`src/design/derq_pkg.sv`:
```
package derq_pkg;

    // Register byte offsets
    localparam logic [11:0] CHAN_MODE_OFF   = 12'h000;
    localparam logic [11:0] CHAN_CONFIG_OFF = 12'h004;
    localparam logic [11:0] ARB_CTRL_OFF    = 12'h008;
    localparam logic [11:0] STATUS_OFF      = 12'h00c;

    // Channel mode register fields
    localparam int START_BIT     = 0;
    localparam int SIDE_SEL_BIT  = 1;
    localparam int SYNC_REQ_BIT  = 2;
    localparam int REQ_MODE_LSB  = 3;
    localparam int PACK_BIT      = 5;
    localparam int DUAL_ADDR_BIT = 6;

    // Channel config register fields
    localparam int ARB_ID_LSB    = 0;
    localparam int ISM_LSB       = 4;
    localparam int BCLR_ID_LSB   = 8;
    localparam int CORE_EN_BIT   = 12;

    // Reset values
    localparam logic [31:0] CHAN_MODE_RST   = 32'h0000_0000;
    localparam logic [31:0] CHAN_CONFIG_RST = 32'h0000_1000;

    // Bus cycle length with no wait state, in clocks (S0..S5 pairs)
    localparam logic [2:0] CYCLE_CLKS = 3'h3;

    typedef enum logic [1:0] {
        DERQ_INT_MAX   = 2'h0,
        DERQ_INT_LIM   = 2'h1,
        DERQ_EXT_BURST = 2'h2,
        DERQ_EXT_STEAL = 2'h3
    } derq_req_mode_t;

    // Gray coded bus-cycle states along idle-arb-read-write path
    typedef enum logic [2:0] {
        DERQ_IDLE  = 3'b000,
        DERQ_ARB   = 3'b001,
        DERQ_RD    = 3'b011,
        DERQ_WR    = 3'b010,
        DERQ_DRAIN = 3'b110,
        DERQ_REL   = 3'b111
    } derq_state_t;

    // Arbitration view of the internal module bus
    typedef struct packed {
        logic       other_req;
        logic [2:0] other_id;
        logic       ext_master_req;
        logic [2:0] int_level;
    } derq_arb_in_t;

    // Bus cycle status from the bus cycle engine
    typedef struct packed {
        logic s3_fall;
        logic s2;
        logic cycle_done;
        logic fast_term;
    } derq_cyc_t;

endpackage

```
`src/design/derq_arbiter.sv`:
```
`timescale 1ns/100ps
module derq_arbiter (
    input  wire logic                  pclk,
    input  wire logic                  presetn,
    input  wire logic                  psel,
    input  wire logic                  penable,
    input  wire logic                  pwrite,
    input  wire logic [11:0]           paddr,
    input  wire logic [31:0]           pwdata,
    output logic      [31:0]           prdata,
    output logic                       pready,
    output logic                       pslverr,
    input  wire logic                  transfer_request_in_n,
    output logic                       transfer_ack_out_n,
    output logic                       bus_clear_out_n,
    output logic                       bus_request_line_n,
    input  wire derq_pkg::derq_arb_in_t arb_in,
    input  wire derq_pkg::derq_cyc_t   cyc_in,
    input  wire logic                  pack_drain_need,
    input  wire logic                  limited_slot,
    output logic                       module_bus_req,
    output logic                       cycle_start,
    output logic                       cycle_write
);
    logic [31:0]                mode_reg;
    logic [31:0]                config_reg;
    derq_pkg::derq_state_t      state_reg;
    derq_pkg::derq_state_t      state_next;
    logic                       req_sync;
    logic                       req_eff;
    logic                       req_prev_reg;
    logic                       pending_reg;
    logic                       continue_reg;
    logic                       extra_reg;
    logic                       bclr_reg;
    logic                       ack_reg;
    logic                       in_cycle_reg;
    logic                       started;
    logic                       steal_edge;
    logic                       want_bus;
    logic                       granted;
    logic                       periph_cycle;
    logic                       is_write_next;
    logic [2:0]                 my_id;
    logic [2:0]                 interrupt_service_mask;
    logic [2:0]                 bclr_thr;
    logic                       side_sel;
    logic                       packing;
    logic                       dual;
    derq_pkg::derq_req_mode_t   req_mode;
    logic                       apb_wr;

    assign started  = mode_reg[derq_pkg::START_BIT];
    assign side_sel = mode_reg[derq_pkg::SIDE_SEL_BIT];
    assign packing  = mode_reg[derq_pkg::PACK_BIT];
    assign dual     = mode_reg[derq_pkg::DUAL_ADDR_BIT];
    assign req_mode = derq_pkg::derq_req_mode_t'(mode_reg[derq_pkg::REQ_MODE_LSB +: 2]);
    assign my_id    = config_reg[derq_pkg::ARB_ID_LSB +: 3];
    assign interrupt_service_mask      = config_reg[derq_pkg::ISM_LSB +: 3];
    assign bclr_thr = config_reg[derq_pkg::BCLR_ID_LSB +: 3];

    // APB slave, zero wait states
    assign pready  = 1'b1;
    assign pslverr = 1'b0;
    assign apb_wr  = psel && penable && pwrite;

    always_ff @(posedge pclk or negedge presetn) begin
        if (!presetn) begin
            mode_reg <= derq_pkg::CHAN_MODE_RST;
        end else if (apb_wr && paddr == derq_pkg::CHAN_MODE_OFF) begin
            mode_reg <= pwdata;
        end
    end

    always_ff @(posedge pclk or negedge presetn) begin
        if (!presetn) begin
            config_reg <= derq_pkg::CHAN_CONFIG_RST;
        end else if (apb_wr && paddr == derq_pkg::CHAN_CONFIG_OFF) begin
            config_reg <= pwdata;
        end
    end

    always_ff @(posedge pclk or negedge presetn) begin
        if (!presetn) begin
            prdata <= 32'h0000_0000;
        end else if (psel && !penable && !pwrite) begin
            case (paddr)
                derq_pkg::CHAN_MODE_OFF:   prdata <= mode_reg;
                derq_pkg::CHAN_CONFIG_OFF: prdata <= config_reg;
                derq_pkg::STATUS_OFF: begin
                    prdata <= {24'h00_0000, pending_reg, bclr_reg, ack_reg,
                               state_reg, req_eff, continue_reg};
                end
                default:                   prdata <= 32'h0000_0000;
            endcase
        end
    end

    // Optional request synchronizer
    derq_sync u_sync (
        .pclk    (pclk),
        .presetn (presetn),
        .d       (transfer_request_in_n),
        .q       (req_sync)
    );

    // Active-low request, selected path, gated by start
    assign req_eff = started && !(mode_reg[derq_pkg::SYNC_REQ_BIT] ? transfer_request_in_n
                                                                   : req_sync);

    always_ff @(posedge pclk or negedge presetn) begin
        if (!presetn) begin
            req_prev_reg <= 1'b0;
        end else begin
            req_prev_reg <= req_eff;
        end
    end

    assign steal_edge = req_eff && !req_prev_reg;

    // Peripheral cycle: read when peripheral is source, write otherwise
    // Single address: the only cycle of an operand always touches the peripheral
    assign periph_cycle = (state_reg == derq_pkg::DERQ_RD) ? (side_sel || !dual)
                        : (state_reg == derq_pkg::DERQ_WR) ? !side_sel
                        : 1'b0;

    // Steal pending flag: set wins, further edges ignored while pending
    always_ff @(posedge pclk or negedge presetn) begin
        if (!presetn) begin
            pending_reg <= 1'b0;
        end else if (!started) begin
            pending_reg <= 1'b0;
        end else if (req_mode == derq_pkg::DERQ_EXT_STEAL) begin
            if (steal_edge) begin
                pending_reg <= 1'b1;
            end else if (state_reg == derq_pkg::DERQ_ARB && granted) begin
                pending_reg <= 1'b0;
            end
        end
    end

    always_comb begin
        case (req_mode)
            derq_pkg::DERQ_INT_MAX:   want_bus = started;
            derq_pkg::DERQ_INT_LIM:   want_bus = started && limited_slot;
            derq_pkg::DERQ_EXT_BURST: want_bus = req_eff;
            derq_pkg::DERQ_EXT_STEAL: want_bus = pending_reg;
            default:                  want_bus = 1'b0;
        endcase
    end

    // Per-cycle priority and interrupt gate
    assign granted = !arb_in.ext_master_req
                  && (!arb_in.other_req || my_id > arb_in.other_id)
                  && (arb_in.int_level <= interrupt_service_mask);

    assign module_bus_req = (state_reg == derq_pkg::DERQ_ARB);
    assign bus_request_line_n = 1'b1;

    // Decision at last S3 fall of the peripheral cycle
    always_ff @(posedge pclk or negedge presetn) begin
        if (!presetn) begin
            continue_reg <= 1'b0;
            extra_reg    <= 1'b0;
        end else if (state_reg == derq_pkg::DERQ_ARB) begin
            continue_reg <= 1'b1;
            extra_reg    <= 1'b0;
        end else if (periph_cycle && cyc_in.s3_fall) begin
            if (req_mode == derq_pkg::DERQ_EXT_BURST) begin
                continue_reg <= req_eff;
                extra_reg    <= req_eff && !packing && cyc_in.fast_term;
            end else if (req_mode == derq_pkg::DERQ_EXT_STEAL) begin
                continue_reg <= req_eff && !req_prev_reg || steal_edge;
                extra_reg    <= 1'b0;
            end
        end else if (periph_cycle && cyc_in.cycle_done && extra_reg) begin
            extra_reg <= 1'b0;
        end
    end

    always_comb begin
        if (!dual) begin
            is_write_next = !side_sel;
        end else begin
            is_write_next = (state_reg == derq_pkg::DERQ_RD);
        end
    end

    always_comb begin
        state_next = state_reg;
        case (state_reg)
            derq_pkg::DERQ_IDLE: begin
                if (want_bus) begin
                    state_next = derq_pkg::DERQ_ARB;
                end
            end
            derq_pkg::DERQ_ARB: begin
                if (!want_bus && req_mode == derq_pkg::DERQ_EXT_BURST) begin
                    state_next = derq_pkg::DERQ_IDLE;
                end else if (granted) begin
                    state_next = derq_pkg::DERQ_RD;
                end
            end
            derq_pkg::DERQ_RD: begin
                if (cyc_in.cycle_done) begin
                    if (dual) begin
                        state_next = derq_pkg::DERQ_WR;
                    end else if (periph_cycle && !continue_reg && !extra_reg) begin
                        state_next = derq_pkg::DERQ_REL;
                    end else if (!started) begin
                        state_next = derq_pkg::DERQ_REL;
                    end else begin
                        state_next = derq_pkg::DERQ_RD;
                    end
                end
            end
            derq_pkg::DERQ_WR: begin
                if (cyc_in.cycle_done) begin
                    if (req_mode == derq_pkg::DERQ_EXT_STEAL) begin
                        state_next = continue_reg ? derq_pkg::DERQ_RD
                                                  : derq_pkg::DERQ_REL;
                    end else if (!started) begin
                        state_next = derq_pkg::DERQ_REL;
                    end else if (!continue_reg && !extra_reg) begin
                        state_next = derq_pkg::DERQ_REL;
                    end else begin
                        state_next = derq_pkg::DERQ_RD;
                    end
                end
            end
            derq_pkg::DERQ_DRAIN: begin
                if (cyc_in.cycle_done) begin
                    state_next = derq_pkg::DERQ_REL;
                end
            end
            derq_pkg::DERQ_REL: begin
                state_next = derq_pkg::DERQ_IDLE;
            end
            default: state_next = derq_pkg::DERQ_IDLE;
        endcase
        // Packing with peripheral source, single address only: drain buffer before release
        if (packing && side_sel && state_next == derq_pkg::DERQ_REL
            && state_reg == derq_pkg::DERQ_RD && pack_drain_need) begin
            state_next = derq_pkg::DERQ_DRAIN;
        end
    end

    always_ff @(posedge pclk or negedge presetn) begin
        if (!presetn) begin
            state_reg <= derq_pkg::DERQ_IDLE;
        end else begin
            state_reg <= state_next;
        end
    end

    always_ff @(posedge pclk or negedge presetn) begin
        if (!presetn) begin
            in_cycle_reg <= 1'b0;
        end else begin
            in_cycle_reg <= (state_next == derq_pkg::DERQ_RD
                          || state_next == derq_pkg::DERQ_WR
                          || state_next == derq_pkg::DERQ_DRAIN)
                          && !cyc_in.cycle_done;
        end
    end

    assign cycle_start = (state_next == derq_pkg::DERQ_RD || state_next == derq_pkg::DERQ_WR
                       || state_next == derq_pkg::DERQ_DRAIN)
                       && (state_next != state_reg || cyc_in.cycle_done);
    assign cycle_write = (state_next == derq_pkg::DERQ_DRAIN) || is_write_next;

    always_ff @(posedge pclk or negedge presetn) begin
        if (!presetn) begin
            ack_reg <= 1'b0;
        end else begin
            ack_reg <= periph_cycle && !cyc_in.cycle_done;
        end
    end

    // Bus clear: held while requesting/owning, dropped in S2 of a final peripheral cycle, otherwise once back in idle
    always_ff @(posedge pclk or negedge presetn) begin
        if (!presetn) begin
            bclr_reg <= 1'b0;
        end else if (config_reg[derq_pkg::CORE_EN_BIT] && my_id > bclr_thr
                     && state_reg == derq_pkg::DERQ_ARB) begin
            bclr_reg <= 1'b1;
        end else if (cyc_in.s2 && (state_next == derq_pkg::DERQ_REL
                     || (!continue_reg && !extra_reg && periph_cycle))) begin
            bclr_reg <= 1'b0;
        end else if (state_reg == derq_pkg::DERQ_IDLE) begin
            bclr_reg <= 1'b0;
        end
    end

    assign transfer_ack_out_n = !ack_reg;
    assign bus_clear_out_n    = !bclr_reg;

    a_ack_only_periph: assert property (@(posedge pclk) disable iff (!presetn)
        !transfer_ack_out_n |-> $past(periph_cycle))
        else $error("ack without peripheral cycle");
    a_ignore_unstarted: assert property (@(posedge pclk) disable iff (!presetn)
        !started |-> ##1 !pending_reg)
        else $error("request acted on while stopped");
    a_steal_pending: assert property (@(posedge pclk) disable iff (!presetn)
        pending_reg && state_reg != derq_pkg::DERQ_ARB && started |=> pending_reg)
        else $error("pending request lost");
    a_bus_req_lines: assert property (@(posedge pclk) disable iff (!presetn)
        bus_request_line_n)
        else $error("external bus request touched");
    a_bclr_threshold: assert property (@(posedge pclk) disable iff (!presetn)
        $rose(bclr_reg) |-> $past(my_id > bclr_thr))
        else $error("bus clear below threshold");
    a_grant_mask: assert property (@(posedge pclk) disable iff (!presetn)
        state_reg == derq_pkg::DERQ_ARB && state_next == derq_pkg::DERQ_RD
        |-> arb_in.int_level <= interrupt_service_mask)
        else $error("bus taken above mask");
    a_arb_on_request: assert property (@(posedge pclk) disable iff (!presetn)
        state_reg == derq_pkg::DERQ_IDLE && want_bus |=> module_bus_req)
        else $error("no arbitration on request");
    a_grant_priority: assert property (@(posedge pclk) disable iff (!presetn)
        module_bus_req && arb_in.ext_master_req |=> state_reg != derq_pkg::DERQ_RD)
        else $error("granted over external master");
    a_burst_stop: assert property (@(posedge pclk) disable iff (!presetn)
        state_reg == derq_pkg::DERQ_WR && cyc_in.cycle_done && !continue_reg && !extra_reg
        && req_mode == derq_pkg::DERQ_EXT_BURST && started
        |=> state_reg == derq_pkg::DERQ_REL)
        else $error("burst did not stop");
    a_edge_pend: assert property (@(posedge pclk) disable iff (!presetn)
        started && steal_edge && req_mode == derq_pkg::DERQ_EXT_STEAL |=> pending_reg)
        else $error("edge not registered");

    c_burst:   cover property (@(posedge pclk) disable iff (!presetn)
        req_mode == derq_pkg::DERQ_EXT_BURST && !transfer_ack_out_n);
    c_steal:   cover property (@(posedge pclk) disable iff (!presetn)
        pending_reg ##1 module_bus_req);
    c_drain:   cover property (@(posedge pclk) disable iff (!presetn)
        state_reg == derq_pkg::DERQ_DRAIN);
    c_bclr:    cover property (@(posedge pclk) disable iff (!presetn)
        !bus_clear_out_n);
endmodule

```
`src/design/derq_sync.sv`:
```
`timescale 1ns/100ps
module derq_sync (
    input  wire logic pclk,
    input  wire logic presetn,
    input  wire logic d,
    output logic      q
);
    logic meta_reg;

    always_ff @(posedge pclk or negedge presetn) begin
        if (!presetn) begin
            meta_reg <= 1'b1;
            q        <= 1'b1;
        end else begin
            meta_reg <= d;
            q        <= meta_reg;
        end
    end
endmodule

```
`config.mk`:
```
export PLATFORM = sky130hd
export DESIGN_NAME = derq_arbiter
export DESIGN_NICKNAME = d
export VERILOG_FILES = /design/src/design/derq_pkg.sv /design/src/design/derq_arbiter.sv /design/src/design/derq_sync.sv
export SDC_FILE = /design/constraint.sdc
export NUM_CORES = 1
export LEC_CHECK = 0
export BUFFER_PORTS_ARGS = -buffer_cell sky130_fd_sc_hd__buf_4
export CORE_MARGIN = 1
export CORE_UTILIZATION = 45
export CTS_CLUSTER_DIAMETER = 30
export DETAILED_ROUTE_END_ITERATION = 12
export PLACE_DENSITY = 0.68
export REMOVE_ABC_BUFFERS = 1
export SKIP_LAST_GASP = 1
export SYNTH_ARGS = -nofsm -noshare
export SYNTH_HDL_FRONTEND = slang
export SYNTH_SLANG_ARGS = --single-unit
```
`constraint.sdc`:
```
create_clock -name pclk -period 3.05 [get_ports pclk]
set_input_delay 0.305 -clock pclk [delete_from_list [all_inputs] [get_ports pclk]]
set_output_delay 0.305 -clock pclk [all_outputs]
set_load 0.01 [all_outputs]
```
=== After elaboration in Yosys (flattened, before gate mapping) ===
Cells that the tools add are included.

* Bits of input ports: 64
* Flip-flop bits (word level): 107
* Output and inout port bits: 40
* Logic and storage cells: 133

* Mux-type cells: 37
* $lt $le $gt $ge: 3
* Reduce and logical (&&, ||, !) cells: 63
* Equal/unequal tests: 18

{| class="wikitable"
|+ Operator list
! cell !! number
|-
| 32-bit one-hot mux with 3 select lines || 1
|-
| 3-bit two-way mux || 14
|-
| 1-bit logical AND || 31
|-
| 1-bit two-way mux || 20
|-
| 1-bit logical NOT || 15
|-
| 3-bit one-hot mux with 5 select lines || 1
|-
| 12-bit by 3-bit == test with 1-bit output (second input constant) || 1
|-
| 12-bit by 4-bit == test with 1-bit output (second input constant) || 1
|-
| 3-bit by 2-bit == test with 1-bit output (second input constant) || 4
|-
| 3-bit == test (second input constant) || 4
|-
| 12-bit logical NOT || 1
|-
| 3-bit nonzero test || 3
|-
| 1-bit logical OR || 7
|-
| 3-bit > comparator || 2
|-
| 2-bit AND reduction || 3
|-
| 2-bit == test (second input constant) || 2
|-
| 4-bit by 2-bit inequality test with 1-bit output (second input constant) || 1
|-
| 1-bit one-hot mux with 4 select lines || 1
|-
| 3-bit by 1-bit == test with 1-bit output (second input constant) || 1
|-
| 3-bit <= comparator || 1
|-
| 3-bit logical NOT || 1
|-
| 3-bit by 1-bit inequality test with 1-bit output (second input constant) || 1
|-
| 3-bit inequality test || 1
|-
| 2-bit by 1-bit == test with 1-bit output (second input constant) || 1
|-
| 3 further kinds || 3
|}

=== Longest topological paths before layout ===
Gate-level depths: netlist of the first run.

* Word-level depth: 19
* Mapped depth: 8
* Depth with buffers taken out: 8

=== Hierarchy ===
From an unflattened synthesis of the first run, not the netlist that was laid out.

* Cell total of the unflattened synthesis: 407
* Area total of the unflattened synthesis: 4951.0 µm²

{| class="wikitable"
|+ Modules (own cells, without submodules)
! module !! times used !! area each (µm²) !! sequential area each (µm²) !! cells each
|-
| derq_arbiter || 1 || 4898.4 || 2628.8 || 405
|-
| derq_sync || 1 || 52.6 || 52.6 || 2
|}

=== Worst setup path before layout of the first run ===
OpenSTA, ideal clock, no wires.

* Path kind: flip-flop to output port
* From: reg state_reg[2]
* To: out cycle_start
* Arrival: 1.816 ns
* Buffers on the path: 1
* Stages on the path, launching flop included: 8
* Data required time: 2.745 ns
* Setup slack: 0.929 ns
* Cells stage by stage: dfrtp_1 > buf_2 > nor3b_2 > a31oi_1 > a211o_1 > a21oi_2 > xnor2_1 > a211oi_1

* Elaborated cells between the ends (all ways): 31
* Classes of those cells: 9 x eq/ne; 12 x mux; 10 x reduce/logical

{| class="wikitable"
|+ RTL lines
! item !! line !! RTL
|-
| start: declaration || derq_arbiter.sv:27 || <nowiki>derq_pkg::derq_state_t state_reg;</nowiki>
|-
| start signal: assignment || derq_arbiter.sv:250 || <nowiki>state_reg <= derq_pkg::DERQ_IDLE;</nowiki>
|-
| start signal: assignment || derq_arbiter.sv:252 || <nowiki>state_reg <= state_next;</nowiki>
|-
| 3-bit by 1-bit == test with 1-bit output * || - ||
|-
| via module_bus_req || derq_arbiter.sv:21 || <nowiki>output logic module_bus_req,</nowiki>
|-
| 3-bit one-hot mux with 5 select lines * || derq_arbiter.sv:191 || <nowiki>case (state_reg)</nowiki>
|-
| 3-bit == test || derq_arbiter.sv:242 || <nowiki>if (packing && side_sel && state_next == derq_pkg::DERQ_REL</nowiki>
|-
| 1-bit logical AND || derq_arbiter.sv:242 ||
|-
| 1-bit logical AND (2 in a row) || derq_arbiter.sv:243 || <nowiki>&& state_reg == derq_pkg::DERQ_RD && pack_drain_need) begin</nowiki>
|-
| 3-bit two-way mux * || derq_arbiter.sv:242 ||
|-
| via state_next[0] || derq_arbiter.sv:28 || <nowiki>derq_pkg::derq_state_t state_next;</nowiki>
|-
| 3-bit by 2-bit == test with 1-bit output || derq_arbiter.sv:267 || <nowiki>assign cycle_start = (state_next == derq_pkg::DERQ_RD || state_next == derq_pkg::DERQ_WR</nowiki>
|-
| 1-bit logical OR || derq_arbiter.sv:267 ||
|-
| 1-bit logical OR || derq_arbiter.sv:268 || <nowiki>|| state_next == derq_pkg::DERQ_DRAIN)</nowiki>
|-
| 1-bit logical AND * || derq_arbiter.sv:269 || <nowiki>&& (state_next != state_reg || cyc_in.cycle_done);</nowiki>
|-
| end: declaration || derq_arbiter.sv:22 || <nowiki>output logic cycle_start,</nowiki>
|}

The timed path passes the listed nets; every way through them passes the cells marked *.

=== Worst setup path after layout of the first run ===
* From: reg state_reg[0]
* To: out cycle_start

* Longest elaborated chain between the ends: 18
* Elaborated cells between the ends (all ways): 31
* Classes of those cells: 9 x eq/ne; 12 x mux; 10 x reduce/logical

{| class="wikitable"
|+ RTL lines
! item !! line !! RTL
|-
| 3-bit by 2-bit == test with 1-bit output || derq_arbiter.sv:124, derq_arbiter.sv:191 ||
|-
| 1-bit two-way mux || derq_arbiter.sv:124 || <nowiki>: (state_reg == derq_pkg::DERQ_WR) ? !side_sel</nowiki>
|-
| 1-bit two-way mux || derq_arbiter.sv:123 || <nowiki>assign periph_cycle = (state_reg == derq_pkg::DERQ_RD) ? (side_sel || !dual)</nowiki>
|-
| 1-bit logical AND (2 in a row) || derq_arbiter.sv:208 || <nowiki>end else if (periph_cycle && !continue_reg && !extra_reg) begin</nowiki>
|-
| 3-bit two-way mux || derq_arbiter.sv:208 ||
|-
| 3-bit two-way mux || derq_arbiter.sv:206 || <nowiki>if (dual) begin</nowiki>
|-
| 3-bit two-way mux || derq_arbiter.sv:205 || <nowiki>if (cyc_in.cycle_done) begin</nowiki>
|-
| 3-bit one-hot mux with 5 select lines || derq_arbiter.sv:191 ||
|-
| 3-bit == test || derq_arbiter.sv:242 ||
|-
| 1-bit logical AND || derq_arbiter.sv:242 ||
|-
| 1-bit logical AND (2 in a row) || derq_arbiter.sv:243 ||
|-
| 3-bit two-way mux * || derq_arbiter.sv:242 ||
|-
| via state_next[0] || derq_arbiter.sv:28 ||
|-
| 3-bit by 2-bit == test with 1-bit output || derq_arbiter.sv:267 ||
|-
| 1-bit logical OR || derq_arbiter.sv:267 ||
|-
| 1-bit logical OR || derq_arbiter.sv:268 ||
|-
| 1-bit logical AND * || derq_arbiter.sv:269 ||
|}

Marks and branches as above.

==> results of run 1 <==
## cell type report
class	count	area [sq um]	area share [%]
clock buffers	13	169	2.79
clock inverters	3	22.5	0.372
inverters	18	67.6	1.12
multi-input cells	261	2080	34.4
flip-flops and latches	107	2680	44.3
well taps	140	175	2.89
repair buffers	109	858	14.2
## worst paths after layout
kind                                       start         endpoint  slack [ns]  cells after the start
setup / recovery                    state_reg[0]      cycle_start        0.20                      7
hold / removal             transfer_request_in_n  u_sync.meta_reg        0.06                      1
setup reg to reg                    state_reg[0]         bclr_reg        0.86                      6
hold reg to reg                  u_sync.meta_reg         u_sync.q        0.36                      0
max in group asynchronous                presetn   config_reg[12]        1.77                      3
min in group asynchronous                presetn    config_reg[2]        0.50                      2
## synthesized netlist by cell type (4+ instances only)
cell type / instances
mux2_2: 5
a21oi_1: 5
buf_6: 6
nor2_1: 13
a22oi_1: 40
ha_1: 9
o21ai_0: 41
mux2_1: 30
dfrtp_1: 104
clkbuf_1: 16
nand2_1: 35
inv_1: 18
mux2_4: 30
buf_4: 4
## critical path: stages (launching register included)
cell	delay, ns
dfrtp_1	0.54
nor3b_2	0.49
a31oi_1	0.08
a211o_1	0.31
a21oi_2	0.23
xnor2_1	0.09
a211oi_1	0.27
buf_4	0.17
## per-layer routing
layer	part of all wire, %	vias up	GRT usage (%)
met5	0	-	0
met4	1.2	0	7.05
met3	4.9	10	3.47
met2	47	84	35.3
met1	47	1760	28.7
li1	-	1668	-
## metrics by stage
stage	hold slack [ns]	power (mW)	setup TNS [ns]	utilization (%)	instances
final	0.0563	2.60	0	56.1	651
after global routing	0.0427	2.70	0	56.1	651
after CTS	0.0388	2.62	0	56.1	651
after detailed placement	0.355	1.79	0	54.3	634
after global placement	0.348	1.78	0	54.3	634
after floorplan	0.00941	1.62	-14.61	-	386
## where the power goes
part / internal (mW) / switching, mW
Sequential: 1.44 / 0.0448
Combinational: 0.131 / 0.147
Clock: 0.365 / 0.469
## cells by family after synthesis
| kind of cell | synth area share, % |
|---|---|
| DFF | 53.9 |
| AOI/OAI and AO/OA | 13.7 |
| and+or+nand+nor | 7.90 |
| muxes | 17.2 |
| buffers and inverters | 4.73 |
| adders and majority gates | 2.26 |
| other | 0.151 |
| xor gates and xnor gates | 0.176 |
==> qor.yml, run 1 <==
outcome: "completed"
ctsHoldBuffers: 1
endpoint_kind: "output pin"
seq_area_frac_synth_pct: 53.9
netlist.area_leader.share_pct: 52.3
htreeDepth: 3
final_common_cell: "buf_4"
clock_latency_ns: 0.37
syn_area_sq_um: 4980
synth-edff-count: 0
synth_area_leader_cell: "dfrtp_1"
ys_types: 50
cts_resized: 0
fin_nets: 579
core_area_sq_um: 10800
finalWeightedCongestion: 0.805
setup_violations: 0
initial_core_util_pct: 46.1
grt_pass1_vias: 3556
port_buffers: 100
maxCapViolCount: 0
mostFrequentLayoutCells: "105 x buf_4, 104 x dfrtp_1, 40 x o21ai_0, 40 x a22oi_1, 35 x nand2_1"
startpoint_type: "flip-flop"
numClockSinks: 107
synthArstFlopShare_pct: 100
postRouteAntennaNets: 0
fillers: 902
crit_fanout: 9
dp_hpwl_microns: 7910
required_ns: 2.74
wire_per_inst_microns: 17.7
p_leak_nw: 2.99
rsz0062_at_grt: "false"
pre_cts_ws_ns: 0.615
clkSlewWorstSetupHoldPaths_ns: 0.09
vdd_ir_drop_max_uv: 200
p_per_area_nw_per_um2: 429
fin_crit_ns: 2.85
max_slew_margin_pct: 48.5
hold_path.class: "input pin to flip-flop"
path_class: "flip-flop to output pin"
grt_max_degree: 62
drv_slew: 0
drc: 0
synth_seq_cells: 107
syn-instance-count: 413
die_area_sq_um: 11500
first_pass_iters: 4
drive_gt1_share_pct: 32.9
hold_viol: 0
max_freq_mhz: 351
grt.overflow.total: 0
syn2layout_area_growth_pct: 21.7
die_x_microns: 107
row_count: 38
clockBufferDepth: 2
tightestPinTransition_ns: 0.773
synth_area_leaders: "dfrtp_1 52%, mux2_4 9.1%, mux2_1 6.8%"
antenna_found_initial: 0
dpl-instance-area_sq_um: 5860
yosys_warnings: 0
wl_microns: 11500
synth.avg_cell_area_sq_um: 12.0
num_antenna_cells: 0
crit_arrival_ns: 2.54
die_h_microns: 107
layout_setup_ws_ns: 0.200
cts_buffers: 9
cts_tree: "built"
finalInstanceArea_sq_um: 6060
root_buffer: "clkbuf_8"
top_level_ports: 104
drtIter0Drc: 161
finalClockSkew_ns: 0.00640
layout_worst_path_cycle_share_pct: 93.4
grt_pass1_wl_microns: 18600
vias: 3522
vias_per_cell: 5.41
grtUsageTotal_pct: 21.4
yosys_most_used_dff: "dfrtp_1"
post_cts_buffers: 0
No activity file was read; power rests on OpenSTA's default activity.
==> run 2: changes to the inputs <==
==> constraint.sdc (replaced) <==
create_clock -name pclk -period 3.05 [get_ports pclk]
set_input_delay 0.915 -clock pclk [delete_from_list [all_inputs] [get_ports pclk]]
set_output_delay 0.915 -clock pclk [all_outputs]
set_load 0.01 [all_outputs]
==> qor.yml, run 2 (synthesized netlist as in run 1, its figures left out) <==
pwr-share-comb_pct: 13.4
max_freq_mhz: 298
htreeDepth: 3
total_power_mw: 2.77
use_met2_pct: 35.8
final_common_cell: "buf_4"
vdd_ir_drop_max_uv: 309
crit_arrival_ns: 2.44
cts_buffers: 9
required_ns: 2.13
startpoint_type: "input pin"
crit_buf_inv: 2
fin_nets: 595
crit_chain: "buf_4 -> ha_1 -> nor2b_1 -> o21ai_0 -> a32oi_2 -> nor3_2 -> a211oi_1 -> a211oi_2 -> buf_4"
grtUsageTotal_pct: 21.7
mostFrequentLayoutCells: "120 x buf_4, 104 x dfrtp_1, 40 x a22oi_1"
top_level_ports: 104
syn2layout_area_growth_pct: 26.7
p_per_area_nw_per_um2: 439
vias_per_cell: 5.39
endpoint_kind: "output pin"
max_slew_margin_pct: 61.7
crit_path_top_delay_cell: "a211oi_1"
dpl-instance-area_sq_um: 5970
row_count: 38
finalInstanceArea_sq_um: 6300
maxCapViolCount: 0
core_area_sq_um: 10800
port_buffers: 100
cts_tree: "built"
grt_pass1_vias: 3660
layout_setup_ws_ns: -0.307
layout_worst_path_cycle_share_pct: 110
fillers: 916
drive_gt1_share_pct: 37.4
p_clk_share_pct: 33.8
grtUsageMet3_pct: 4.07
drtIter0Drc: 119
drv_slew: 0
cp_slowest_stage_delay_ns: 0.30
power.switching_fraction_pct: 26.3
violations: "setup timing"
die_x_microns: 107
multi_input_area_sq_um: 2170
use_met1_pct: 29.8
p_leak_nw: 3.10
wl_microns: 11800
outcome: "finished, violations left"
grt_pass1_wl_microns: 19000
crit_top_cell: "buf_4"
grt.overflow.total: 0
postRouteAntennaNets: 0
drc: 0
vias: 3594
clockBufferDepth: 2
grt_max_degree: 108
crit_fanout: 2
antenna_found_initial: 0
busiest_layer: "met2"
rsz0062_at_grt: "true"
path_class: "input pin to output pin"
first_pass_iters: 4
ctsHoldBuffers: 0
ff_latch_area_sq_um: 2680
power_frac_seq_pct: 52.8
finalClockSkew_ns: 0.00861
fin_crit_ns: 3.36
hold_path.class: "flip-flop to flip-flop"
tightestPinTransition_ns: 0.574
root_buffer: "clkbuf_8"
fin_util_pct: 58.4
crit_family: "compound AO/OA/AOI/OAI gates"
hold_viol: 0
numClockSinks: 107
setup_violations: 2
die_h_microns: 107
pre_cts_ws_ns: -0.470
wire_per_inst_microns: 17.7
dp_hpwl_microns: 7910
clkSlewWorstSetupHoldPaths_ns: 0.11
fin_setup_tns_ns: -0.391
switchingPower_mw: 0.727
initial_core_util_pct: 46.1
power.internal_mw: 2.04
clock_latency_ns: 0.36
num_antenna_cells: 0
die_area_sq_um: 11500
finalWeightedCongestion: 0.859
-- run 2: cell count changes in the layout (fill, tap and decap cells not counted), moves of 2 or more --
cell / previous run / this run
ha_4: 0 / 3
inv_6: 0 / 2
buf_4: 105 / 120
inv_1: 18 / 16
clkinvlp_4: 3 / 1
ha_1: 9 / 6
o21ai_0: 40 / 38
clkbuf_8: 12 / 10
-- run 2: per-stage QoR --
stage	cells	hold WS, ns
after floorplan	386	0.345
after global placement	648	0.348
after detailed placement	648	0.350
after CTS	666	0.367
after global routing	667	0.374
final	667	0.366
-- run 2: metal layers --
metal / wire [microns] / share of wire, %
met1: 5280 / 45
met2: 5830 / 49
met3: 592 / 5.0
met4: 90 / 0.76
met5: 0 / 0
-- run 2: worst reg2reg max path: stages, from the launching register on --
cell      delay, ns
dfrtp_1        0.41
inv_1          0.14
ha_4           0.22
and3_4         0.16
o21ai_2        0.12
nand4b_1       0.17
buf_4          0.17
buf_4          0.12
nor3_1         0.20
o32ai_1        0.11
-- run 2: power groups by stage --
stage	logic (mW)	clock network (mW)	registers, mW
2_1_floorplan	0.123	0	1.50
3_3_place_gp	0.335	0	1.48
3_5_place_dp	0.338	0	1.48
4_1_cts	0.358	0.967	1.46
5_1_grt	0.407	1.01	1.46
6_report	0.371	0.937	1.46
-- run 2: what timing repair did --
action | 4_1_cts | 5_1_grt
setup buffers | 2 | 1
setup endpoints to repair | 2 | 2
gates resized for setup | 15 | 2
pin swaps | 9 | 3
-- run 2: area by class of cell --
type,count,area share (%)
clock buffer,10,2.18
clock inverter,6,1.31
inverter,18,1.11
multi-input combinational,261,34.4
sequential,107,42.5
tap,140,2.78
timing repair buffer,125,15.7
-- run 2: worst paths after layout --
kind                            startpoint       endpoint  slack, ns  cells after the start
min in group asynchronous          presetn  config_reg[2]       0.60                      2
setup / recovery                 arb_in[1]    cycle_start      -0.31                      9
hold reg to reg            u_sync.meta_reg       u_sync.q       0.37                      0
setup reg to reg             config_reg[0]    pending_reg       1.12                      9
hold / removal             u_sync.meta_reg       u_sync.q       0.37                      0
max in group asynchronous          presetn  config_reg[4]       2.01                      2
==> run 3: changes to the inputs <==
==> constraint.sdc (replaced) <==
create_clock -name pclk -period 3.05 [get_ports pclk]
set_input_delay 0.915 -clock pclk [delete_from_list [all_inputs] [get_ports pclk]]
set_output_delay 0.915 -clock pclk [all_outputs]
set_load 0.02 [all_outputs]
==> qor.yml, run 3 (synthesized netlist as in run 1, its figures left out) <==
hold_path.class: "flip-flop to flip-flop"
dp_cells: 649
clkSlewWorstSetupHoldPaths_ns: 0.10
reg2reg_from: "config_reg[0]"
drc: 0
busiest_layer: "met2"
endpoint_kind: "output pin"
crit_fanout: 2
violations: "setup timing"
fin_crit_ns: 3.32
postRouteAntennaNets: 0
maxCapViolCount: 0
wl_microns: 12000
setup_violations: 3
outcome: "finished, violations left"
drv_slew: 0
grt_pass1_wl_microns: 19600
whs_ns: 0.362
finalClockSkew_ns: 0.00858
ctsHoldBuffers: 0
p_clk_share_pct: 30.6
die_x_microns: 107
p_leak_nw: 3.13
stdcell_count: 678
htreeDepth: 3
drtIter0Drc: 107
root_buffer: "clkbuf_8"
reg2reg_to: "state_reg[1]"
max_slew_margin_pct: 61.5
antenna_found_initial: 0
power.internal_mw: 2.00
grtUsageTotal_pct: 22.4
switchingPower_mw: 0.771
layout_worst_path_cycle_share_pct: 109
max_freq_mhz: 302
vias_per_cell: 5.45
cts_buffers: 9
cts_tree: "built"
top_level_ports: 104
startpoint_type: "input pin"
worst-r2r-setup-slack_ns: -0.05
first_pass_iters: 4
use_met2_pct: 36.5
tightestPinTransition_ns: 0.577
path_class: "input pin to output pin"
drive_gt1_share_pct: 39.4
p_per_area_nw_per_um2: 435
clock_latency_ns: 0.37
use_met1_pct: 30.3
die_h_microns: 107
rsz0062_at_grt: "true"
final_common_cell: "buf_4"
grt_max_degree: 108
finalWeightedCongestion: 0.860
crit_arrival_ns: 2.40
clockBufferDepth: 2
hold_depth: 0
required_ns: 2.13
hold_start: "u_sync.meta_reg"
core_area_sq_um: 10800
dp_hpwl_microns: 7920
mostFrequentLayoutCells: "130 x buf_4, 102 x dfrtp_1, 40 x a22oi_1"
power_frac_seq_pct: 52.6
hold_viol: 0
vdd_ir_drop_max_uv: 267
pwr-share-comb_pct: 16.8
numClockSinks: 107
reg2reg_depth: 20
vias: 3692
grt.overflow.total: 0
grt_pass1_vias: 3763
port_buffers: 100
syn2layout_area_growth_pct: 28.1
row_count: 38
fin_nets: 606
layout_setup_ws_ns: -0.266
wire_per_inst_microns: 17.7
grtUsageMet3_pct: 5.41
die_area_sq_um: 11500
num_antenna_cells: 0
power.switching_fraction_pct: 27.8
whs_endpoint: "u_sync.q"
initial_core_util_pct: 46.1
==> run 3: power by group through the flow <==
stage / logic, mW / clock network (mW) / registers [mW]
5_1_grt: 0.508 / 0.931 / 1.46
6_report: 0.467 / 0.849 / 1.46
2_1_floorplan: 0.134 / 0 / 1.50
3_3_place_gp: 0.353 / 0 / 1.48
4_1_cts: 0.448 / 0.881 / 1.46
3_5_place_dp: 0.359 / 0 / 1.48
==> run 3: worst max path at each step <==
| stage | from | end | slack [ns] | depth (start not counted) |
|---|---|---|---|---|
| 3_5_place_dp | arb_in[6] | cycle_start | -0.48 | 10 |
| 3_3_place_gp | arb_in[6] | cycle_start | -0.43 | 10 |
| 4_1_cts | arb_in[1] | cycle_start | -0.29 | 9 |
| 2_1_floorplan | paddr[9] | mode_reg[0] | -0.87 | 5 |
| 6_report | arb_in[5] | cycle_start | -0.27 | 10 |
| 5_1_grt | arb_in[5] | cycle_start | -0.37 | 10 |
==> run 3: worst max-delay path, stage by stage <==
cell and delay (ns):
buf_6 0.09, inv_4 0.04, ha_4 0.19, and3_4 0.16
o21ai_2 0.10, nand4b_1 0.17, nor3_2 0.27, a211oi_1 0.09
a211oi_2 0.20, buf_4 0.17
==> run 3: routing by layer <==
metal,vias to the layer above,wire [microns]
li1,1715,-
met1,1853,5490
met2,111,5690
met3,13,727
met4,0,119
met5,-,0
==> run 3: area by class of cell <==
type	count	area (sq um)
Sequential cell	107	2680
Fill cell	919	4420
Inverter	18	72.6
Timing Repair Buffer	136	1070
Clock inverter	6	65.1
Clock buffer	10	128
Tap cell	140	175
Multi-Input combinational cell	261	2180
==> run 3: through the flow <==
| step | power, mW | setup TNS (ns) | cell area [sq um] | util (%) | worst slack [ns] |
|---|---|---|---|---|---|
| after CTS | 2.79 | -0.591 | 6340 | 58.7 | -0.287 |
| after global placement | 1.84 | -0.610 | 5970 | 55.3 | -0.432 |
| after floorplan | 1.63 | -54.09 | 4810 | - | -0.872 |
| final | 2.78 | -0.541 | 6380 | 59.1 | -0.266 |
| after detailed placement | 1.84 | -0.676 | 5970 | 55.3 | -0.484 |
| after global routing | 2.90 | -0.843 | 6380 | 59.1 | -0.370 |
==> run 3: repair_timing <==
| action | in CTS | in global routing |
|---|---|---|
| gates resized for setup | 16 | 10 |
| buffers inserted | 13 | 1 |
| hold endpoints to repair | 0 | 0 |
| pin swaps | 11 | 7 |
| endpoints found under the setup margin | 2 | 3 |
